## src/logic/slave_port_map.svh

```systemverilog
/*
 Constants of the slave FIFO host port: widths, reset values, counts.
 Assumes inclusion by the package and by the port module only.
*/
`ifndef SLAVE_PORT_MAP_SVH
`define SLAVE_PORT_MAP_SVH

// Bus and FIFO geometry
`define SPM_DATA_W 16
`define SPM_DEPTH_LOG2 4
`define SPM_FIFO_CNT 4
`define SPM_SEL_W 2

// Synchroniser width: clock, five strobes, select and data pins
`define SPM_SYNC_W 24

// Reset values
`define SPM_PTR_RST 4'h0
`define SPM_DATA_RST 16'h0000

`endif

```

## src/logic/slave_port_pkg.sv

```systemverilog
/*
 Types shared by the slave FIFO host port.
 Assumes the map header sits beside it.
*/
`include "slave_port_map.svh"

package slave_port_pkg;
    typedef logic [`SPM_SEL_W-1:0] fifo_sel_type;
    typedef logic [`SPM_DATA_W-1:0] word_type;
endpackage : slave_port_pkg
```

## src/logic/slave_fifo_host_port.sv

```systemverilog
/*
 Slave FIFO host port: four FIFOs that an outside master writes and reads
 over a parallel bus, timed by its own interface clock.
 Assumes every pin arrives asynchronously and that the interface clock is
 much slower than core_clk_in, so each of its rising edges is seen once.
 Core side loads share the write port and wait out the cycle in which a
 link edge is handled, so the two never collide on one FIFO.
*/
`timescale 1ns/1ps
`default_nettype none
`include "slave_port_map.svh"

module slave_fifo_host_port
    import slave_port_pkg::*;
#(
    parameter int DATA_W = `SPM_DATA_W,
    parameter int DEPTH_LOG2 = `SPM_DEPTH_LOG2
) (
    // Clock and reset
    input wire logic core_clk_in,
    input wire logic reset_in,
    // Master pins
    input wire logic interface_clock_in,
    input wire logic fifo_chip_select_in,
    input wire logic fifo_output_enable_in,
    input wire logic fifo_read_strobe_in,
    input wire logic fifo_write_strobe_in,
    input wire logic packet_commit_strobe_in,
    input wire logic [1:0] fifo_select_lines_in,
    input wire logic [DATA_W-1:0] fifo_data_in,
    output logic [DATA_W-1:0] fifo_data_out,
    output logic fifo_data_oe_out,
    output logic fifo_empty_out,
    output logic fifo_full_out,
    // Core side fill port
    input wire logic core_load_valid_in,
    input wire logic [1:0] core_load_select_in,
    input wire logic [DATA_W-1:0] core_load_data_in,
    output logic core_load_ready_out,
    // Packet commit report
    input wire logic auto_commit_enable_in,
    input wire logic [DEPTH_LOG2:0] auto_commit_length_in,
    output logic packet_done_out,
    output logic [1:0] packet_select_out,
    output logic [DEPTH_LOG2:0] packet_words_out
);
    localparam int DEPTH = 1 << DEPTH_LOG2;
    localparam int NF = `SPM_FIFO_CNT;
    localparam int SW = 8 + DATA_W; // Clock, five strobes, select, data

    typedef logic [DEPTH_LOG2-1:0] ptr_type;
    typedef logic [DEPTH_LOG2:0] cnt_type;

    // Pointer step with wrap
    function automatic ptr_type bump(input ptr_type p, input logic en);
        bump = en ? ptr_type'(p + 1'b1) : p;
    endfunction : bump

    // Two-stage pin synchronisers
    logic [SW-1:0] sync1_reg, sync1_next, sync2_reg, sync2_next;
    logic clk_prev_reg, clk_prev_next;
    always_comb begin
        sync1_next = {interface_clock_in, fifo_chip_select_in,
            fifo_output_enable_in, fifo_read_strobe_in,
            fifo_write_strobe_in, packet_commit_strobe_in,
            fifo_select_lines_in, fifo_data_in};
        sync2_next = sync1_reg;
        clk_prev_next = sync2_reg[SW-1]; // Edge finder reads stage two only
    end

    // Synchroniser registers
    always_ff @(posedge core_clk_in) begin
        if (reset_in) begin
            sync1_reg <= '0;
            sync2_reg <= '0;
            clk_prev_reg <= 1'b0;
        end else begin
            sync1_reg <= sync1_next;
            sync2_reg <= sync2_next;
            clk_prev_reg <= clk_prev_next;
        end
    end

    logic clk_s, cs_s, oe_s, rd_s, wr_s, pkt_s;
    logic [1:0] sel_s;
    logic [DATA_W-1:0] din_s;
    logic link_edge;
    assign {clk_s, cs_s, oe_s, rd_s, wr_s, pkt_s, sel_s, din_s} = sync2_reg;
    assign link_edge = clk_s & ~clk_prev_reg;

    // FIFO state
    logic [DATA_W-1:0] mem [NF][DEPTH];
    ptr_type wr_ptr_reg [NF], wr_ptr_next [NF];
    ptr_type rd_ptr_reg [NF], rd_ptr_next [NF];
    cnt_type count_reg [NF], count_next [NF];
    cnt_type pend_reg [NF], pend_next [NF];
    logic [DATA_W-1:0] data_reg, data_next;
    logic empty_reg, empty_next, full_reg, full_next;
    logic done_reg, done_next;
    logic [1:0] psel_reg, psel_next;
    cnt_type pwords_reg, pwords_next;

    logic rd_ev, wr_ev, pkt_ev, load_ev, auto_ev;
    logic push [NF];
    logic pop [NF];
    logic mem_we;
    logic [1:0] mem_sel;
    logic [DATA_W-1:0] mem_din;

    // Strobe decode for the selected FIFO
    always_comb begin
        rd_ev = link_edge & cs_s & rd_s
            & (count_reg[sel_s] != '0);
        wr_ev = link_edge & cs_s & wr_s
            & (count_reg[sel_s] != cnt_type'(DEPTH));
        pkt_ev = link_edge & cs_s & pkt_s;
        core_load_ready_out = ~link_edge
            & (count_reg[core_load_select_in] != cnt_type'(DEPTH));
        load_ev = core_load_valid_in & core_load_ready_out;
        mem_we = wr_ev | load_ev;
        mem_sel = wr_ev ? sel_s : core_load_select_in;
        mem_din = wr_ev ? din_s : core_load_data_in;
    end

    // Pointer, fill and commit bookkeeping per FIFO
    always_comb begin
        auto_ev = 1'b0;
        done_next = 1'b0;
        psel_next = psel_reg;
        pwords_next = pwords_reg;
        for (int i = 0; i < NF; i++) begin
            push[i] = mem_we & (mem_sel == 2'(i));
            pop[i] = rd_ev & (sel_s == 2'(i));
            wr_ptr_next[i] = bump(wr_ptr_reg[i], push[i]);
            rd_ptr_next[i] = bump(rd_ptr_reg[i], pop[i]);
            count_next[i] = cnt_type'(count_reg[i] + cnt_type'(push[i])
                - cnt_type'(pop[i]));
            // Words of the open packet, same-edge word included
            pend_next[i] = cnt_type'(pend_reg[i]
                + cnt_type'(wr_ev & (sel_s == 2'(i))));
        end
        if (pkt_ev) begin
            done_next = 1'b1;
            psel_next = sel_s;
            pwords_next = pend_next[sel_s];
            pend_next[sel_s] = '0;
        end else if (auto_commit_enable_in && wr_ev
            && auto_commit_length_in != '0
            && pend_next[sel_s] == auto_commit_length_in) begin
            auto_ev = 1'b1;
            done_next = 1'b1;
            psel_next = sel_s;
            pwords_next = pend_next[sel_s];
            pend_next[sel_s] = '0;
        end
        // Flags of the selected FIFO after this edge
        empty_next = (count_next[sel_s] == '0);
        full_next = (count_next[sel_s] == cnt_type'(DEPTH));
        // Prefetch the word at the read pointer
        data_next = mem[sel_s][rd_ptr_next[sel_s]];
    end

    // Registers
    always_ff @(posedge core_clk_in) begin
        if (reset_in) begin
            for (int i = 0; i < NF; i++) begin
                wr_ptr_reg[i] <= `SPM_PTR_RST;
                rd_ptr_reg[i] <= `SPM_PTR_RST;
                count_reg[i] <= '0;
                pend_reg[i] <= '0;
            end
            data_reg <= `SPM_DATA_RST;
            empty_reg <= 1'b1;
            full_reg <= 1'b0;
            done_reg <= 1'b0;
            psel_reg <= '0;
            pwords_reg <= '0;
        end else begin
            wr_ptr_reg <= wr_ptr_next;
            rd_ptr_reg <= rd_ptr_next;
            count_reg <= count_next;
            pend_reg <= pend_next;
            data_reg <= data_next;
            empty_reg <= empty_next;
            full_reg <= full_next;
            done_reg <= done_next;
            psel_reg <= psel_next;
            pwords_reg <= pwords_next;
        end
    end

    // Storage array, no reset needed
    always_ff @(posedge core_clk_in) begin
        if (mem_we) begin
            mem[mem_sel][wr_ptr_reg[mem_sel]] <= mem_din;
        end
    end

    // Outputs
    assign fifo_data_out = data_reg;
    assign fifo_data_oe_out = oe_s;
    assign fifo_empty_out = empty_reg;
    assign fifo_full_out = full_reg;
    assign packet_done_out = done_reg;
    assign packet_select_out = psel_reg;
    assign packet_words_out = pwords_reg;
endmodule : slave_fifo_host_port
`default_nettype wire

```

## config.mk

```make
export PLATFORM = sky130hd
export DESIGN_NAME = slave_fifo_host_port
export DESIGN_NICKNAME = d
export VERILOG_FILES = /design/src/logic/slave_port_pkg.sv /design/src/logic/slave_fifo_host_port.sv
export VERILOG_INCLUDE_DIRS = /design/src /design/src/logic
export SDC_FILE = /design/constraint.sdc
export NUM_CORES = 1
export LEC_CHECK = 0
export BUFFER_PORTS_ARGS = -buffer_cell sky130_fd_sc_hd__buf_4
export CORE_AREA = 2 2 268 270
export CTS_BUF_LIST = sky130_fd_sc_hd__clkbuf_4 sky130_fd_sc_hd__clkbuf_8
export CTS_CLUSTER_DIAMETER = 100
export DETAILED_ROUTE_END_ITERATION = 10
export DIE_AREA = 0 0 270 272
export MAX_ROUTING_LAYER = met4
export PLACE_DENSITY_LB_ADDON = 0.1
export SETUP_SLACK_MARGIN = 0.05
export SLEW_MARGIN = 20
export SYNTH_ARGS = -nofsm -noshare
export SYNTH_HDL_FRONTEND = slang
export SYNTH_SLANG_ARGS = --single-unit
```

## constraint.sdc

```tcl
create_clock -name core_clk_in -period 9.7 [get_ports core_clk_in]
set_clock_uncertainty 0.15 [all_clocks]
set_input_delay 1.94 -clock core_clk_in [delete_from_list [all_inputs] [get_ports core_clk_in]]
set_output_delay 1.94 -clock core_clk_in [all_outputs]
set_load 0.02 [all_outputs]
```

# After elaboration in Yosys (flattened, before gate mapping)

Memory sizes are Yosys's and may differ from the RTL's. A register that Yosys moved wholly into a read port is not among the register bits.
Index checks and enable logic that the tools add are counted.

Bits in writable memories: 1024
Memories: 1
Register bits after elaboration: 147

$lt $le $gt $ge: 7
Bitwise operators: 31
Muxes and demuxes: 42
Reduce and logical (&&, ||, !) cells: 11
Add/subtract/negate cells: 20
Equality and inequality tests: 10

Memory list:

| memory | depth | bits a word | read ports | clocked after Yosys merged registers in | wr ports | line                       | text |
|---|---|---|---|---|---|---|---|
| mem    | 4     | 256         | 1          | 1                                       | 1        | slave_fifo_host_port.sv:92 | `logic [DATA_W-1:0] mem [NF][DEPTH];` |

Operator list:

| kind                                                     | number |
|---|---|
| 2-to-1 mux 256 bit                                       | 1 |
| binary-select mux 16 bit (select 4 bit)                  | 1 |
| demux 16 bit (select 4 bit)                              | 1 |
| 2-to-1 mux 16 bit                                        | 4 |
| 2-to-1 mux 5 bit                                         | 11 |
| adder 5 x 1 -> 5 bit                                     | 8 |
| binary-select mux 5 bit (select 2 bit)                   | 4 |
| 2-to-1 mux 20 bit                                        | 2 |
| adder 4 x 1 -> 4 bit, second input constant              | 8 |
| 2-to-1 mux 4 bit                                         | 8 |
| bitwise AND 1 bit                                        | 21 |
| bitwise AND 20 bit                                       | 1 |
| inverter 20 bit                                          | 1 |
| subtractor 5 x 1 -> 5 bit                                | 4 |
| binary-select mux 4 bit (select 2 bit)                   | 2 |
| demux 5 bit (select 2 bit)                               | 1 |
| greater-or-equal comparator 5 bit, second input constant | 2 |
| != test 5 bit, second input constant                     | 2 |
| inverter 4 -> 5 bit                                      | 2 |
| nonzero test 5 bit                                       | 2 |
| greater-or-equal comparator 3 bit, second input constant | 3 |
| inverter 2 -> 3 bit                                      | 3 |
| == test 2 bit, second input constant                     | 4 |
| 2-to-1 mux 2 bit                                         | 4 |
| other kinds (12)                                         | 21 |

# Logic depth before layout (Yosys ltp)

Word-level depth: 17
Depth in mapped cells: 21

# Least setup slack after synthesis

Ideal clock, no wire load.

Kind: input -> register
From: input core_load_select_in[0]
To: register empty_reg, in the netlist fifo_empty_out
Data required time: 9.427 ns
Path buffers: 0
Data arrival time: 5.449 ns
Stages: 18
Path slack: 3.978 ns
Path through: and2_1 -> a221oi_1 -> o21ba_2 -> a21boi_1 -> nor3_1 -> clkinv_1 -> ha_1 -> inv_1 -> ha_1 -> inv_1 -> fa_1 -> inv_1 -> a21o_1 -> a21oi_1 -> xnor2_1 -> mux4_2 -> inv_1 -> o21bai_1

Longest elaborated chain between the ends: 15
Elaborated cells on any way between the ends: 29
Those cells by class: add/sub: 8; eq/ne: 4; mux: 7; bitwise: 8; reduce/logical: 2

RTL lines:

| what                                                     | line                        | text |
|---|---|---|
| start: declaration                                       | slave_fifo_host_port.sv:37  | `input wire logic [1:0] core_load_select_in,` |
| inverter 2 -> 3 bit (not written as such) (*)            | slave_fifo_host_port.sv:118 | `& (count_reg[core_load_select_in] != cnt_type'(DEPTH));` |
| binary-select mux 5 bit (select 2 bit) (*)               | slave_fifo_host_port.sv:118 |  |
| 2-to-1 mux 5 bit (not written as such) (*) (2 in series) | slave_fifo_host_port.sv:118 |  |
| != test 5 bit (*)                                        | slave_fifo_host_port.sv:118 |  |
| bitwise AND 1 bit (*)                                    | slave_fifo_host_port.sv:118 |  |
| named net core_load_ready_out                            | slave_fifo_host_port.sv:39  | `output logic core_load_ready_out,` |
| bitwise AND 1 bit (*)                                    | slave_fifo_host_port.sv:119 | `load_ev = core_load_valid_in & core_load_ready_out;` |
| OR 1 bit (*)                                             | slave_fifo_host_port.sv:120 | `mem_we = wr_ev \| load_ev;` |
| bitwise AND 1 bit                                        | slave_fifo_host_port.sv:132 | `push[i] = mem_we & (mem_sel == 2'(i));` |
| adder 5 x 1 -> 5 bit                                     | slave_fifo_host_port.sv:136 | `count_next[i] = cnt_type'(count_reg[i] + cnt_type'(push[i])` |
| subtractor 5 x 1 -> 5 bit                                | slave_fifo_host_port.sv:137 | `- cnt_type'(pop[i]));` |
| binary-select mux 5 bit (select 2 bit) (*)               | slave_fifo_host_port.sv:157 | `empty_next = (count_next[sel_s] == '0);` |
| 2-to-1 mux 5 bit (not written as such) (*) (2 in series) | slave_fifo_host_port.sv:157 |  |
| logical NOT 5 bit (*)                                    | slave_fifo_host_port.sv:157 |  |
| end signal: assignment                                   | slave_fifo_host_port.sv:184 | `empty_reg <= empty_next;` |
| end: declaration                                         | slave_fifo_host_port.sv:98  | `logic empty_reg, empty_next, full_reg, full_next;` |

The timed path passes the listed nets; every way through them passes the cells marked *. The select of a mux whose other input is x is not followed.
A chain may end at the register's enable or synchronous reset.

# Final worst setup path

From: register sync2_reg[17]
To: register empty_reg, in the netlist fifo_empty_out

Longest elaborated chain between the ends: 15
Elaborated cells on any way between the ends: 38
Those cells by class: add/sub: 8; eq/ne: 7; mux: 7; bitwise: 12; reduce/logical: 4

RTL lines:

| what                                                     | line                                                                                  | text |
|---|---|---|
| start: declaration                                       | slave_fifo_host_port.sv:60                                                            | `logic [SW-1:0] sync1_reg, sync1_next, sync2_reg, sync2_next;` |
| start signal: assignment                                 | slave_fifo_host_port.sv:79                                                            | `sync2_reg <= sync2_next;` |
| inverter 2 -> 3 bit (not written as such)                | slave_fifo_host_port.sv:113, slave_fifo_host_port.sv:115, slave_fifo_host_port.sv:157 |  |
| binary-select mux 5 bit (select 2 bit)                   | slave_fifo_host_port.sv:113, slave_fifo_host_port.sv:115                              |  |
| 2-to-1 mux 5 bit (not written as such) (2 in series)     | slave_fifo_host_port.sv:113, slave_fifo_host_port.sv:115                              |  |
| != test 5 bit                                            | slave_fifo_host_port.sv:115                                                           | `& (count_reg[sel_s] != cnt_type'(DEPTH));` |
| bitwise AND 1 bit                                        | slave_fifo_host_port.sv:115                                                           |  |
| 2-to-1 mux 2 bit                                         | slave_fifo_host_port.sv:121                                                           | `mem_sel = wr_ev ? sel_s : core_load_select_in;` |
| == test 2 bit, or another cell as far along              | slave_fifo_host_port.sv:132                                                           |  |
| bitwise AND 1 bit                                        | slave_fifo_host_port.sv:132                                                           |  |
| adder 5 x 1 -> 5 bit                                     | slave_fifo_host_port.sv:136                                                           |  |
| subtractor 5 x 1 -> 5 bit                                | slave_fifo_host_port.sv:137                                                           |  |
| binary-select mux 5 bit (select 2 bit) (*)               | slave_fifo_host_port.sv:157                                                           |  |
| 2-to-1 mux 5 bit (not written as such) (*) (2 in series) | slave_fifo_host_port.sv:157                                                           |  |
| logical NOT 5 bit (*)                                    | slave_fifo_host_port.sv:157                                                           |  |

Mark *: on every way between the ends. The rest lies on a longest branch, timed or not. The select of a mux whose other input is x is not followed.

==> metrics <==
die height=272 um; Yosys Warn Count=0; wire per inst=27.9 um; CTS Root Cell=clkbuf_8; residual DRC count=0; layout cell share with drive strength beyond 1=27.1%; Final ANT Viol Nets=0; Final Cycle Share=68.3%; max FFs per register=1024; largest area contributor in the netlist=edfxtp_1; I/O Pins=79; Clock Pin Slew Worst Setup and Hold Paths=0.06 ns; setup tns final=0 ns; Longest Clk Path Bufs=3; Starting Density=65.1%; placed insts=3549; detailed placement HPWL=63800 um; VDD IR max=0.179 mV; Port-buffer cells=78; synthesized area per cell=18.1 um^2; clock sinks=1171; Area Growth Syn to Fin=12.4%; largest net degree at the start of global routing=105; EDFF count, synth=1024; first-pass GRT wire length=163000 um; met1 wire length=41900 um; Synth top area share=66.7%; global placement routability congestion=0.871; vias in the first global route=25500; distinct cell type count after synthesis=64; post-synth net total=2640; metal3 WL=10400 um; Post-Syn Area=46100 um^2; Pre-Repair DR Iteration Count=6; clock insertion delay at the later pin of the skew report=0.83 ns; Fillers=4269; crit path max fanout=56; Max-slew headroom=29.1%; CTS resizes=0; fin crit period=6.63 ns; fin cells=3876; met2 routed WL=53600 um; via count=25000; hold-fix buffer count after cts=0; max-slew violations=0; NumNets Final=2870; final worst slack=3.07 ns; Final setup viols=0; Crit Path Class=flip-flop to flip-flop; register area share after synthesis=73.1%; routed vias/inst=6.46; Max Freq=151 MHz; total CTS buffers=178; Die Width=270 um; static leakage=17.2 nW; CP arrival=7.17 ns; pwr dens=193 nW/um^2; run status=finished, final reports clean; Slew @ Worst Pin=1.06 ns; CTS tree=done; CP startpoint kind=flip-flop; GRT overflow=0; DRT Wirelength=108000 um; Critical-path top delay cell=dfxtp_4; most frequently used flop master after synthesis=edfxtp_1; Final Hold Fails=0; top-count cell post-synth=edfxtp_1; final instance area=51800 um^2; Synth Instances=2549; CP max stage delay=0.88 ns; Seq cells post-synth=1171; Worst Path Required=10.24 ns; critical path's most frequent cell=inv_1; Core ar.=70800 um^2; ordered cell list for the critical path=buf_4 -> nand2_2 -> o22a_2 -> a31o_1 -> a21boi_1 -> nor3_1 -> clkinv_1 -> ha_1 -> inv_1 -> ha_1 -> inv_1 -> fa_1 -> inv_1 -> a21o_1 -> a21oi_1 -> xnor2_1 -> mux4_2 -> inv_1 -> o21bai_1; max-cap viol count=0; main area contributors after synthesis=edfxtp_1 67%, mux4_2 13%, dfxtp_1 6.4%; FFs w/ async S/R, synth=0%; setup slack at placement=3.13 ns; die area=73400 um^2; CP Capture Type=flip-flop; Iteration-0 DRC Markers=3186; H-Tree Depth=4; worst hold path type=flip-flop to flip-flop; initial antenna violation count=7; RSZ-0062 raised after global routing=false; DR top layer=met4; Post-CTS Setup Bufs=0; Cell Rows=98; Synth top cells by count=1024 x edfxtp_1, 267 x mux4_2, 206 x nand2_1, 147 x dfxtp_1, 113 x nor2_1; gr usage total=31.3%; placed cell area=48200 um^2; Final Util=73.3%
## where the power goes
group	switching, mW	internal (mW)	leakage, nW	total, mW
registers	0.0265	5.51	10.4	5.54
logic	0.260	0.157	4.88	0.417
clock network	1.87	2.17	1.90	4.04
total	2.15	7.84	17.2	10.0
## cell families after synthesis
| family | count (synthesis) | synth area share, % |
|---|---|---|
| xor gates and xnor gates | 53 | 1.01 |
| muxes | 307 | 14.0 |
| and+or+nand+nor | 602 | 6.18 |
| adders and majority gates | 40 | 1.15 |
| DFF | 1171 | 73.1 |
| AOI/OAI and AO/OA | 210 | 3.05 |
| buffers and inverters | 166 | 1.51 |
## worst paths after layout
kind / from / endpoint / slack (ns) / cells after the start
max reg2reg: sync2_reg[17]$_SDFF_PP0_ / fifo_empty_out$_SDFF_PP1_ / 3.07 / 19
min: sync1_reg[19]$_SDFF_PP0_ / sync2_reg[19]$_SDFF_PP0_ / 0.28 / 1
max: sync2_reg[17]$_SDFF_PP0_ / fifo_empty_out$_SDFF_PP1_ / 3.07 / 19
min reg2reg: sync1_reg[19]$_SDFF_PP0_ / sync2_reg[19]$_SDFF_PP0_ / 0.28 / 1
## critical path, delay by kind of cell (launching register included)
| family | cells | cell delay [ns] |
|---|---|---|
| AND/OR/NAND/NOR | 2 | 0.83 |
| AO/OA/AOI/OAI | 6 | 1.25 |
| flip-flops | 1 | 0.88 |
| multiplexers | 1 | 0.48 |
| XOR/XNOR | 1 | 0.15 |
| adder cells (fa/ha/maj) | 3 | 1.05 |
| buffers and inverters | 6 | 1.68 |
## cell type report
type	instances	area, um^2	share of cell area [%]
clock inverters	78	542	1.05
diodes	3	7.51	0.0145
clock buffers	246	3040	5.87
inverters	38	143	0.275
multi-input cells	1212	11900	22.9
flip-flops and latches	1171	33700	65.0
well taps	950	1190	2.29
repair buffers	178	1350	2.61
## cell usage in the layout (no fill, tap or decap), types with 5 or more instances in the layout
cell type and n:
edfxtp_1 1024, mux4_2 267, nand2_1 205, clkbuf_8 191, buf_4 176, dfxtp_1 145, nor2_1 113, a21oi_1 90
nand3_1 88, nor2b_1 57, clkbuf_4 55, clkinv_1 43, a21o_1 42, and3_1 37, a211oi_1 37, ha_1 36
inv_1 33, xor2_1 30, nor3_1 22, mux2_2 22, xnor2_1 21, clkinv_2 20, or4_1 17, nor3_2 17
mux2i_1 16, nand4_1 14, and2_1 10, o21ai_0 9, nor4_1 5, bufinv_16 5
## routing by layer
| layer | GRT usage (%) | up-vias |
|---|---|---|
| li1 | - | 10600 |
| met1 | 42.5 | 12900 |
| met2 | 49.2 | 1322 |
| met3 | 6.73 | 186 |
| met4 | 8.11 | 0 |
| met5 | - | - |
## per-stage QoR
stage                     hold WS [ns]  power, mW
after floorplan                  0.264       5.90
after detailed placement         0.274       6.06
after global placement           0.267       6.05
after global routing             0.302       10.3
final                            0.281       10.0
after CTS                        0.286       10.1
Note: power is estimated with default switching activity, not from simulation.
